==> src/adc_back_end_consts.vh <==
// register addresses, field positions and reset values of the converter back end
// assumes an 8-bit special function register port with an 8-bit address
`ifndef ADC_BACK_END_CONSTS_VH
`define ADC_BACK_END_CONSTS_VH

// register addresses
`define ADDR_SCAN_CONFIGURATION    8'hA1
`define ADDR_CONTROL_TWO           8'hB3
`define ADDR_CONFIGURATION_ONE     8'hB9
`define ADDR_INPUT_CHANNEL_SELECT  8'hBB
`define ADDR_RESULT_LOW_BYTE       8'hBD
`define ADDR_RESULT_HIGH_BYTE      8'hBE
`define ADDR_GREATER_LIMIT_HIGH    8'hC4
`define ADDR_GREATER_LIMIT_LOW     8'hC3
`define ADDR_LESS_LIMIT_HIGH       8'hC6
`define ADDR_LESS_LIMIT_LOW        8'hC5
`define ADDR_CONTROL_ZERO          8'hE8
`define ADDR_SCAN_START_HIGH       8'h96
`define ADDR_SCAN_START_LOW        8'h97
`define ADDR_SCAN_OUTPUT_COUNT     8'hC7

// control zero fields
`define CZ_WINDOW_FLAG_BIT         3
`define CZ_TEMP_ENABLE_BIT         5
// configuration one fields
`define CF1_REPEAT_LSB             0
`define CF1_SHIFT_LSB              3
`define CF1_PRESERVE_BIT           5
// scan configuration fields
`define SCF_CHANNEL_COUNT_LSB      0
`define SCF_SCAN_ENABLE_BIT        7
// scan start address low fields
`define SAL_ENDIAN_BIT             0

// reset values
`define RESET_BYTE                 8'h00
`define RESET_GREATER_LIMIT        16'hFFFF
`define RESET_LESS_LIMIT           16'h0000
`define RESET_RESULT               16'h0000

// repeat count encoding: 0 single, 1..4 give 4,8,16,32 samples
`define REPEAT_SINGLE              3'h0
`endif

==> src/adc_repeat_counter.v <==
// counts samples of one accumulation series
// assumes sample_done pulses once per finished conversion on clk
`timescale 1ns/1ps
module adc_repeat_counter
#(
   parameter WIDTH = 6
)
(
   input  wire             clk,
   input  wire             sys_rst,
   input  wire [2:0]       repeat_code,
   input  wire             sample_done,
   input  wire             restart,
   output reg              first_sample,
   output reg              last_sample
);
   reg  [WIDTH-1:0] count;
   reg  [WIDTH-1:0] target;

   // series length minus one: 0, 3, 7, 15, 31
   always @*
   begin
      case (repeat_code)
         3'h1:    target = 6'h03;
         3'h2:    target = 6'h07;
         3'h3:    target = 6'h0F;
         3'h4:    target = 6'h1F;
         default: target = 6'h00;
      endcase
   end

   // flags describe the sample now arriving
   always @*
   begin
      first_sample = (count == {WIDTH{1'b0}});
      last_sample  = (count >= target);
   end

   // position within the series
   always @(posedge clk)
   begin
      if (sys_rst || restart)
         count <= {WIDTH{1'b0}};
      else if (sample_done)
      begin
         if (count >= target)
            count <= {WIDTH{1'b0}};
         else
            count <= count + 1'b1;
      end
   end
endmodule

==> src/adc_window_compare.v <==
// window detector on the presented result word
// assumes the limits are stable while a compare is taken
`timescale 1ns/1ps
module adc_window_compare
(
   input  wire [15:0]      value,
   input  wire [15:0]      greater_limit,
   input  wire [15:0]      less_limit,
   output reg              hit
);
   reg above;
   reg below;

   // limit order picks inside or outside detection
   always @*
   begin
      above = (value > greater_limit);
      below = (value < less_limit);
      if (greater_limit < less_limit)
         hit = above && below;
      else
         hit = above || below;
   end
endmodule

==> src/adc_accumulate_window_scan_out.v <==
// converter back end: result registers, accumulator, window detector,
// temperature enable and scan address/count registers
// assumes the analog core gives one code per sample_done pulse on clk
// and firmware reaches the registers over the 8-bit sfr port
`timescale 1ns/1ps
`include "adc_back_end_consts.vh"
module adc_accumulate_window_scan_out
#(
   parameter CODE_WIDTH = 12
)
(
   input  wire                  clk,
   input  wire                  sys_rst,
   input  wire [7:0]            sfr_addr,
   input  wire [7:0]            sfr_wdata,
   input  wire                  sfr_write,
   input  wire                  sfr_read,
   input  wire [CODE_WIDTH-1:0] sample_code,
   input  wire                  sample_done,
   input  wire                  scan_entry,
   output reg  [7:0]            sfr_rdata,
   output reg                   window_flag,
   output reg                   temp_sensor_enable,
   output reg                   scan_enable,
   output reg  [11:0]           shadow_start_address,
   output reg                   shadow_endian,
   output reg  [7:0]            shadow_output_count,
   output reg  [12:0]           shadow_byte_count,
   output reg  [7:0]            shadow_channel,
   output reg  [1:0]            shadow_channel_count
);
   // software visible registers, the accumulator and the compare strobe
   reg  [7:0]  control_zero;
   reg  [7:0]  converter_control_two;
   reg  [7:0]  converter_configuration_one;
   reg  [7:0]  input_channel_select;
   reg  [7:0]  scan_configuration;
   reg  [7:0]  scan_start_address_high;
   reg  [7:0]  scan_start_address_low;
   reg  [7:0]  scan_output_count;
   reg  [15:0] greater_limit;
   reg  [15:0] less_limit;
   reg  [15:0] accumulator;
   reg  [15:0] result;
   reg         compare_pending;

   wire [2:0]  repeat_count_field;
   wire [1:0]  shift_justify_field;
   wire        preserve_accumulator_control;
   wire        first_sample;
   wire        last_sample;
   wire        window_hit;
   reg  [15:0] next_sum;
   reg  [15:0] presented;
   reg         clear_flag;

   assign repeat_count_field =
      converter_configuration_one[`CF1_REPEAT_LSB+2:`CF1_REPEAT_LSB];
   assign shift_justify_field =
      converter_configuration_one[`CF1_SHIFT_LSB+1:`CF1_SHIFT_LSB];
   assign preserve_accumulator_control =
      converter_configuration_one[`CF1_PRESERVE_BIT];

   // series position; restarted when firmware touches the repeat setting
   // a rewrite mid-series starts afresh and drops the partial sum unless it sets the preserve bit
   adc_repeat_counter #(.WIDTH(6)) u_repeat
   (
      .clk          (clk),
      .sys_rst      (sys_rst),
      .repeat_code  (repeat_count_field),
      .sample_done  (sample_done),
      .restart      (sfr_write &&
                     sfr_addr == `ADDR_CONFIGURATION_ONE),
      .first_sample (first_sample),
      .last_sample  (last_sample)
   );

   // window compares the value software would read
   // limits and result are compared as unsigned 16-bit words
   adc_window_compare u_window
   (
      .value         (result),
      .greater_limit (greater_limit),
      .less_limit    (less_limit),
      .hit           (window_hit)
   );

   // accumulator input for the arriving sample
   always @*
   begin
      if (first_sample && !preserve_accumulator_control)
         next_sum = {{(16-CODE_WIDTH){1'b0}}, sample_code};
      else
         next_sum = accumulator + {{(16-CODE_WIDTH){1'b0}}, sample_code};
   end

   // right shift of the finished sum
   always @*
   begin
      presented = next_sum >> shift_justify_field;
   end

   // accumulator, result bytes and their software writes
   always @(posedge clk)
   begin
      if (sys_rst)
      begin
         accumulator     <= `RESET_RESULT;
         result          <= `RESET_RESULT;
         compare_pending <= 1'b0;
      end
      else
      begin
         compare_pending <= 1'b0;
         if (sample_done)
         begin
            accumulator <= next_sum;
            // present only at the end of a series
            if (last_sample)
            begin
               // unused upper bits arrive as zeros
               result          <= presented;
               compare_pending <= 1'b1;
            end
         end
         else if (sfr_write && sfr_addr == `ADDR_RESULT_LOW_BYTE)
         begin
            // preset low byte of the sum
            accumulator[7:0] <= sfr_wdata;
            result[7:0]      <= sfr_wdata;
         end
         else if (sfr_write && sfr_addr == `ADDR_RESULT_HIGH_BYTE)
         begin
            // preset high byte of the sum
            accumulator[15:8] <= sfr_wdata;
            result[15:8]      <= sfr_wdata;
         end
      end
   end

   // software clear of the window flag, written as a zero
   always @*
   begin
      clear_flag = sfr_write && sfr_addr == `ADDR_CONTROL_ZERO &&
                   !sfr_wdata[`CZ_WINDOW_FLAG_BIT];
   end

   // sticky flag, a new hit wins over a same-cycle clear
   // a clear that meets a hit is dropped, so no event is lost
   always @(posedge clk)
   begin
      if (sys_rst)
         window_flag <= 1'b0;
      // set on a limit match; in the comparator
      else if (compare_pending && window_hit)
         window_flag <= 1'b1;
      else if (clear_flag)
         window_flag <= 1'b0;
   end

   // plain control and limit registers
   // limit bytes land one at a time; compares see the pair as it stands
   always @(posedge clk)
   begin
      if (sys_rst)
      begin
         control_zero                <= `RESET_BYTE;
         converter_control_two       <= `RESET_BYTE;
         converter_configuration_one <= `RESET_BYTE;
         input_channel_select        <= `RESET_BYTE;
         scan_configuration          <= `RESET_BYTE;
         scan_start_address_high     <= `RESET_BYTE;
         scan_start_address_low      <= `RESET_BYTE;
         scan_output_count           <= `RESET_BYTE;
         greater_limit               <= `RESET_GREATER_LIMIT;
         less_limit                  <= `RESET_LESS_LIMIT;
      end
      else if (sfr_write)
      begin
         case (sfr_addr)
            `ADDR_CONTROL_ZERO:         control_zero <= sfr_wdata;
            `ADDR_CONTROL_TWO:          converter_control_two <= sfr_wdata;
            `ADDR_CONFIGURATION_ONE:
               converter_configuration_one <= sfr_wdata;
            `ADDR_INPUT_CHANNEL_SELECT: input_channel_select <= sfr_wdata;
            `ADDR_SCAN_CONFIGURATION:   scan_configuration <= sfr_wdata;
            `ADDR_SCAN_START_HIGH:
               scan_start_address_high <= {4'h0, sfr_wdata[3:0]};
            `ADDR_SCAN_START_LOW:       scan_start_address_low <= sfr_wdata;
            `ADDR_SCAN_OUTPUT_COUNT:    scan_output_count <= sfr_wdata;
            `ADDR_GREATER_LIMIT_HIGH:   greater_limit[15:8] <= sfr_wdata;
            `ADDR_GREATER_LIMIT_LOW:    greater_limit[7:0] <= sfr_wdata;
            `ADDR_LESS_LIMIT_HIGH:      less_limit[15:8] <= sfr_wdata;
            `ADDR_LESS_LIMIT_LOW:       less_limit[7:0] <= sfr_wdata;
            default:                    control_zero <= control_zero;
         endcase
      end
   end

   // pinned-out control levels, registered for clean outputs
   // the extra flop costs a cycle of latency but keeps decode off pins
   always @(posedge clk)
   begin
      if (sys_rst)
      begin
         temp_sensor_enable <= 1'b0;
         scan_enable        <= 1'b0;
      end
      else
      begin
         // sensor power follows its control bit
         temp_sensor_enable <= control_zero[`CZ_TEMP_ENABLE_BIT];
         scan_enable        <= scan_configuration[`SCF_SCAN_ENABLE_BIT];
      end
   end

   // scan shadows; the live registers stay free for the next scan
   always @(posedge clk)
   begin
      if (sys_rst)
      begin
         shadow_start_address <= 12'h000;
         shadow_endian        <= 1'b0;
         shadow_output_count  <= 8'h00;
         shadow_byte_count    <= 13'h0000;
         shadow_channel       <= 8'h00;
         shadow_channel_count <= 2'h0;
      end
      // copy on scan entry; later writes wait for next entry
      else if (scan_entry)
      begin
         // bit 0 forced low, bits 11:1 from the registers
         shadow_start_address <= {scan_start_address_high[3:0],
                                  scan_start_address_low[7:1], 1'b0};
         shadow_endian        <= scan_start_address_low[`SAL_ENDIAN_BIT];
         shadow_output_count  <= scan_output_count;
         // two bytes per word, (count+1)*2
         // 13 bits hold the largest count, 256 words of two bytes
         shadow_byte_count    <= {4'h0, scan_output_count, 1'b0} +
                                 13'h0002;
         shadow_channel       <= input_channel_select;
         shadow_channel_count <=
            scan_configuration[`SCF_CHANNEL_COUNT_LSB+1:
                               `SCF_CHANNEL_COUNT_LSB];
      end
   end

   // read data, registered; unmapped addresses read zero
   always @(posedge clk)
   begin
      if (sys_rst)
         sfr_rdata <= 8'h00;
      else if (sfr_read)
      begin
         case (sfr_addr)
            `ADDR_CONTROL_ZERO:
               sfr_rdata <= {control_zero[7:4], window_flag,
                             control_zero[2:0]};
            `ADDR_CONTROL_TWO:          sfr_rdata <= converter_control_two;
            `ADDR_CONFIGURATION_ONE:
               sfr_rdata <= converter_configuration_one;
            `ADDR_INPUT_CHANNEL_SELECT: sfr_rdata <= input_channel_select;
            `ADDR_SCAN_CONFIGURATION:   sfr_rdata <= scan_configuration;
            `ADDR_SCAN_START_HIGH:      sfr_rdata <= scan_start_address_high;
            `ADDR_SCAN_START_LOW:       sfr_rdata <= scan_start_address_low;
            `ADDR_SCAN_OUTPUT_COUNT:    sfr_rdata <= scan_output_count;
            // result already shifted, vacated bits are zero
            `ADDR_RESULT_LOW_BYTE:      sfr_rdata <= result[7:0];
            `ADDR_RESULT_HIGH_BYTE:     sfr_rdata <= result[15:8];
            `ADDR_GREATER_LIMIT_HIGH:   sfr_rdata <= greater_limit[15:8];
            `ADDR_GREATER_LIMIT_LOW:    sfr_rdata <= greater_limit[7:0];
            `ADDR_LESS_LIMIT_HIGH:      sfr_rdata <= less_limit[15:8];
            `ADDR_LESS_LIMIT_LOW:       sfr_rdata <= less_limit[7:0];
            default:                    sfr_rdata <= 8'h00;
         endcase
      end
   end
endmodule

==> config.mk <==
export PLATFORM = sky130hd
export DESIGN_NAME = adc_accumulate_window_scan_out
export DESIGN_NICKNAME = d
export VERILOG_FILES = /design/src/adc_repeat_counter.v /design/src/adc_window_compare.v /design/src/adc_accumulate_window_scan_out.v
export VERILOG_INCLUDE_DIRS = /design/src
export SDC_FILE = /design/constraint.sdc
export NUM_CORES = 1
export LEC_CHECK = 0
export BUFFER_PORTS_ARGS = -buffer_cell sky130_fd_sc_hd__buf_2
export CORE_ASPECT_RATIO = 1.4
export CORE_UTILIZATION = 30
export CTS_CLUSTER_DIAMETER = 100
export DETAILED_ROUTE_END_ITERATION = 8
export GPL_TIMING_DRIVEN = 0
export PLACE_DENSITY = 0.45
export SLEW_MARGIN = 15
export SYNTH_ARGS = -nofsm -noshare
export SYNTH_HDL_FRONTEND = slang
export SYNTH_SLANG_ARGS = --single-unit
export TNS_END_PERCENT = 10
==> constraint.sdc <==
create_clock -name clk -period 3.05 [get_ports clk]
set_clock_uncertainty 0.05 [all_clocks]
set_input_delay 0.61 -clock clk [delete_from_list [all_inputs] [get_ports clk]]
set_output_delay 0.61 -clock clk [all_outputs]
set_load 0.02 [all_outputs]
# Word level (Yosys, flattened, before mapping)
# Index checks and enable logic that the tools add are counted.
[classes]
n_reduce_logical = 32
shift = 1
mux = 14
n_addsub = 3
bitwise = 1
eq_ne = 20
magnitude_cmp = 4
[op_table]
columns = ["operator", "count"]
rows = [
  ["$eq 8x8->1 const B", 14],
  ["$pmux 8 s14", 1],
  ["$mux 16", 4],
  ["$lt 16x16->1", 2],
  ["$reduce_and 2->1", 14],
  ["$mux 8", 3],
  ["$pmux 5 s4", 1],
  ["$add 16x12->16", 1],
  ["$gt 16x16->1", 1],
  ["$shr 16x2->16", 1],
  ["$add 9x2->10 const B", 1],
  ["$logic_and 1x1->1", 8],
  ["$add 6x1->6 const B", 1],
  ["$eq 3x2->1 const B", 2],
  ["$ge 6x5->1", 1],
  ["$logic_not 6->1", 1],
  ["$mux 6", 1],
  ["$reduce_bool 2->1", 3],
  ["$mux 1", 4],
  ["$eq 3x1->1 const B", 1],
  ["$eq 3x3->1 const B", 1],
  ["$reduce_and 3->1", 1],
  ["$logic_not 1->1", 2],
  ["$logic_or 1x1->1", 2],
  ["4 further kinds", 4],
]
[word_totals]
elab_cells = 103
regBits = 185
output_inout_bits = 55
input_bits = 34

# Longest topological paths before layout
[logic_depth]
depth_word = 6
ltp_mapped = 12
mapped_depth_nobuf = 11

# Cells and area by module
# Synthesis repeated with hierarchy kept, for this count alone.
[hier_totals]
hier_cells = 1275
hier_area_um2 = 10341.2
[by_module_without_submodules]
columns = ["module", "seq_area_each_um2", "area_each_um2", "n_inst", "cells_per_inst"]
rows = [
  ["adc_accumulate_window_scan_out", 3483.3, 8777.2, 1, 1082],
  ["adc_window_compare", 0.0, 1104.8, 1, 145],
  ["adc_repeat_counter", 120.1, 459.2, 1, 48],
]

# Worst setup path after synthesis
# Ideal clock, no wire load.
[synth_path]
path_type = "input to register"
from = "input port sample_code[0]"
to = "register result[11]"
path_buffers = 0
stages = 9
required_time_ns = 2.919
setup_slack_ns = 0.287
setup_ns = 0.081
arrival_ns = 2.632
path_cell_list = "ha_1 -> fa_1 -> a21oi_1 -> o21bai_1 -> a31o_2 -> o21a_1 -> xnor2_1 -> or3_1 -> a41oi_1"
[synth_between]
elab_chain_cells = 5
[synth_rtl]
columns = ["item", "line_no", "source"]
rows = [
  ["start: declaration", "adc_accumulate_window_scan_out.v:18", "input wire [CODE_WIDTH-1:0] sample_code,"],
  ["$add 16x12->16", "adc_accumulate_window_scan_out.v:94", "next_sum = accumulator + {{(16-CODE_WIDTH){1'b0}}, sample_code};"],
  ["$mux 16 *", "adc_accumulate_window_scan_out.v:91", "if (first_sample && !preserve_accumulator_control)"],
  ["$shr 16x2->16 *", "adc_accumulate_window_scan_out.v:100", "presented = next_sum >> shift_justify_field;"],
  ["$mux 16 *", "adc_accumulate_window_scan_out.v:119", "if (last_sample)"],
  ["$mux 16 *", "adc_accumulate_window_scan_out.v:115", "if (sample_done)"],
  ["end signal: assignment", "adc_accumulate_window_scan_out.v:109", "result <= `RESET_RESULT;"],
  ["end signal: assignment", "adc_accumulate_window_scan_out.v:122", "result <= presented;"],
  ["end signal: assignment", "adc_accumulate_window_scan_out.v:136", "result[15:8] <= sfr_wdata;"],
  ["end: declaration", "adc_accumulate_window_scan_out.v:44", "reg [15:0] result;"],
]
# Every way passes the cells marked *; elsewhere a longest branch is shown, timed or not. The select of a mux whose other input is x is not followed.
# A chain may end at the register's enable or synchronous reset.

# Worst setup path after layout
[layout_path]
from = "register converter_configuration_one[2]"
to = "register result[12]"
[layout_between]
elab_chain_cells = 5
elab_cells_between_ends = 8
classes_between = "order compare: 1; eq/ne: 5; mux: 1; reduce/logical: 1"
[layout_rtl]
columns = ["item", "line_no", "source"]
rows = [
  ["start: declaration", "adc_accumulate_window_scan_out.v:35", "reg [7:0] converter_configuration_one;"],
  ["start signal: assignment", "adc_accumulate_window_scan_out.v:169", "converter_configuration_one <= `RESET_BYTE;"],
  ["start signal: assignment", "adc_accumulate_window_scan_out.v:184", "converter_configuration_one <= sfr_wdata;"],
  ["$eq 3x3->1 (tied with other cells)", "adc_repeat_counter.v:23", "case (repeat_code)"],
  ["$pmux 5 s4 *", "adc_repeat_counter.v:23", ""],
  ["$ge 6x5->1 *", "adc_repeat_counter.v:36", "last_sample = (count >= target);"],
  ["$ne 2x1->1 (no line) *", "n/a", ""],
  ["$reduce_and 3->1 (no line) *", "n/a", ""],
]
# Every way passes the cells marked *; elsewhere a longest branch is shown, timed or not.

==> out/metrics.csv <==
stage,metric,value,unit
run_status,status,"finished, final reports clean",
die,die_h,220,µm
global_routing,antenna_found_initial,0,
global_routing,grt_max_degree,17,
finish,layout_common_cells,"180 x dfxtp_1, 152 x nand2_1, 117 x a21oi_1, 95 x nor2_1, 90 x buf_2",
power_and_ir_drop,power_density,448,mW/mm²
place,numPortBuffers,80,
worst_setup_path,startpoint_type,register,
place,place_area,0.0112,mm²
hold_path,min-delay-path-class,register to register,
yosys,synth-seq-area-share,0.352,
finish,antennaDiodeCount,0,
yosys,synth_edf_count,0,
yosys,synth_top_area_share,0.352,
yosys,syn_inst,1239,
drt,drc_errors,0,
drt,vias_per_cell,5.42,
yosys,netlist-cell-type-count,76,
yosys,ys.flop_type,dfxtp_1,
timing,max_slew_margin,0.201,
global_routing,grt_overflow_total,0,
clocking,tritoncts,built,
place,dp_hpwl,30800,µm
power_and_ir_drop,power,5300,µW
timing,rsz0062_at_grt,no,
die,core_area,0.0334,mm²
timing,finalCritPeriodShare,0.940,
drt,dr.pass1.iters,9,
global_routing,grt_pass1_wl,59800,µm
worst_setup_path,worstPathMaxFanout,7,
finish,nets,1443,
die,ios,89,
timing,period_needed,2.87,ns
clocking,postCtsSetupRepairBufs,0,
finish,final_common_cell,dfxtp_1,
yosys,yosysWarnings,0,
die,die_area,0.0348,mm²
worst_setup_path,worst_ep_required_time,3.35,ns
clocking,htree_levels,4,
job,maxCapViolCount,0,
finish,layout-drive-gt1-share,0.124,
worst_setup_path,path_class,register to register,
timing,worst_slew_pin_slew,1.19,ns
place,gp_congestion,0.900,
finish,syn2layout_area_growth,15.6,%
global_routing,grt_usage,0.235,
power_and_ir_drop,total_leakage_power,0.00469,µW
timing,fmax,0.349,GHz
clocking,clkLatencyLatePin,0.44,ns
clocking,cts_buffers,17,
yosys,yosys.area.top_type,dfxtp_1,
die,die_w,158,µm
timing,finalHoldViolCount,0,
clocking,path_clk_slew,0.07,ns
finish,stdcell_area,0.0118,mm²
timing,setup_viol,0,
die,start_util,0.306,
worst_setup_path,end_kind,register,
yosys,netlist_top_cells_area,"dfxtp_1 35%, ha_1 8.1%, a21oi_1 5.8%, nand2_1 5.6%, mux2i_1 5.4%",
worst_setup_path,arrival,3.17,ns
yosys,synthesis.area,0.0102,mm²
drt,drt_iter0_markers,765,
drt,postRouteAntennaNets,0,
clocking,cts-root-buf,clkbuf_16,
power_and_ir_drop,ir_drop,0.000309,V
drt,dr_total_vias,9762,
yosys,ys_async_sr_fraction,0,
yosys,syn_avg_cell_area,8.25,µm²
global_routing,grt_pass1_vias,9473,
drt,routed_wl,40200,µm
yosys,ys_ff_latch,180,
timing,drv_slew,0,
die,rows,79,
clocking,cts_sinks,180,
drt,wl_per_cell,22.3,µm
clocking,cts_buffer_depth,2,
==> cell families (layout without fill, tap and decap cells) <==
kind of cell / after synthesis / in the layout / synth area share
compound gates: 331 / 331 / 0.215
flops: 180 / 180 / 0.352
xor+xnor: 18 / 18 / 0.0154
fa+ha+maj: 68 / 68 / 0.0837
buf+inv: 136 / 248 / 0.0537
mux: 64 / 64 / 0.0682
simple gates: 441 / 441 / 0.211
other cells: 1 / 5 / 0.000367
==> power breakdown <==
part / internal [µW] / leakage (µW) / switching (µW)
combinational: 193 / 0.00294 / 390
clock: 1270 / 0.000291 / 1020
sequential: 2380 / 0.00146 / 49.3
total: 3840 / 0.00469 / 1460
==> routing by layer <==
metal | up-vias | GRT usage | routed length, µm
met2 | 293 | 0.423 | 20500
met3 | 77 | 0.0323 | 1680
met5 | - | 0 | 0
li1 | 4698 | - | -
met4 | 0 | 0.110 | 1740
met1 | 4694 | 0.273 | 16300
==> path summary, 6_finish.rpt <==
path,slack [ns],from,depth (start not counted),endpoint
worst max-delay path,0.18,converter_configuration_one[2]$_SDFFE_PP0P_,11,result[12]$_SDFFE_PP0P_
worst min-delay path,0.41,converter_control_two[1]$_SDFFE_PP0P_,2,converter_control_two[1]$_SDFFE_PP0P_
worst max register to register,0.18,converter_configuration_one[2]$_SDFFE_PP0P_,11,result[12]$_SDFFE_PP0P_
worst min register to register,0.41,converter_control_two[1]$_SDFFE_PP0P_,2,converter_control_two[1]$_SDFFE_PP0P_
==> cells in the mapped netlist (6+ instances only) <==
library cell    n
nand2b_1        8
clkbuf_1       64
a222oi_1        6
a221oi_1       12
inv_1          48
nand4_1        10
a22oi_1        11
xor2_1          7
dfxtp_1       180
a21o_1         22
o211ai_1       16
nand3_1        84
nor2b_1         9
a22o_1         12
ha_1           66
a31oi_1        14
nor2_1         95
and3_1         11
a211oi_1       41
or3_1           9
o21ai_0        32
buf_2          10
xnor2_1        11
a21oi_1       118
nor3_1         18
buf_1           6
nand2_1       152
mux2i_1        55
==> stage by stage <==
| stage | setup TNS (ns) | utilization | hold WS (ns) | worst slack (ns) | std cells |
|---|---|---|---|---|---|
| after detailed placement | -2.47 | 0.335 | 0.397 | -0.314 | 1768 |
| after global routing | 0 | 0.354 | 0.422 | 0.0164 | 1800 |
| after CTS | 0 | 0.353 | 0.409 | 0.0348 | 1800 |
| after global placement | -2.58 | 0.335 | 0.389 | -0.378 | 1768 |
| final | 0 | 0.354 | 0.407 | 0.182 | 1800 |
| after floorplan | 0 | - | 0.382 | 0.287 | 1243 |
==> repair_timing <==
item	in CTS	in global routing
resized for setup	0	4
hold buffers	0	0
endpoints found under the setup margin	0	13
==> cell type report <==
class	instances	area [µm²]
Clock inverter	8	87.6
Tap cell	445	557
Inverter	50	188
Sequential cell	180	3600
Buffer	86	362
Fill cell	3601	21600
Clock buffer	24	512
Multi-Input combinational cell	927	6110
Timing Repair Buffer	80	400
==> critical path: stages, from the launching register on <==
cell	delay, ns
dfxtp_1	0.31
clkbuf_1	0.33
xnor2_1	0.16
ha_1	0.29
nand2b_1	0.09
a21o_1	0.14
a21o_1	0.12
a21oi_1	0.05
o21ai_0	0.67
o22ai_1	0.20
a211o_1	0.29
o31ai_1	0.07
==> sequential cells by signal, summed over array words and instances (netlist names), 7 cells and up <==
name and flops:
accumulator 16, greater_limit 16, less_limit 16, result 16, shadow_start_address 11, shadow_byte_count 9, converter_configuration_one 8, converter_control_two 8
input_channel_select 8, scan_configuration 8, scan_output_count 8, scan_start_address_low 8, sfr_rdata 8, shadow_channel 8, shadow_output_count 8, control_zero 7
(Power assumes the default switching activity.)
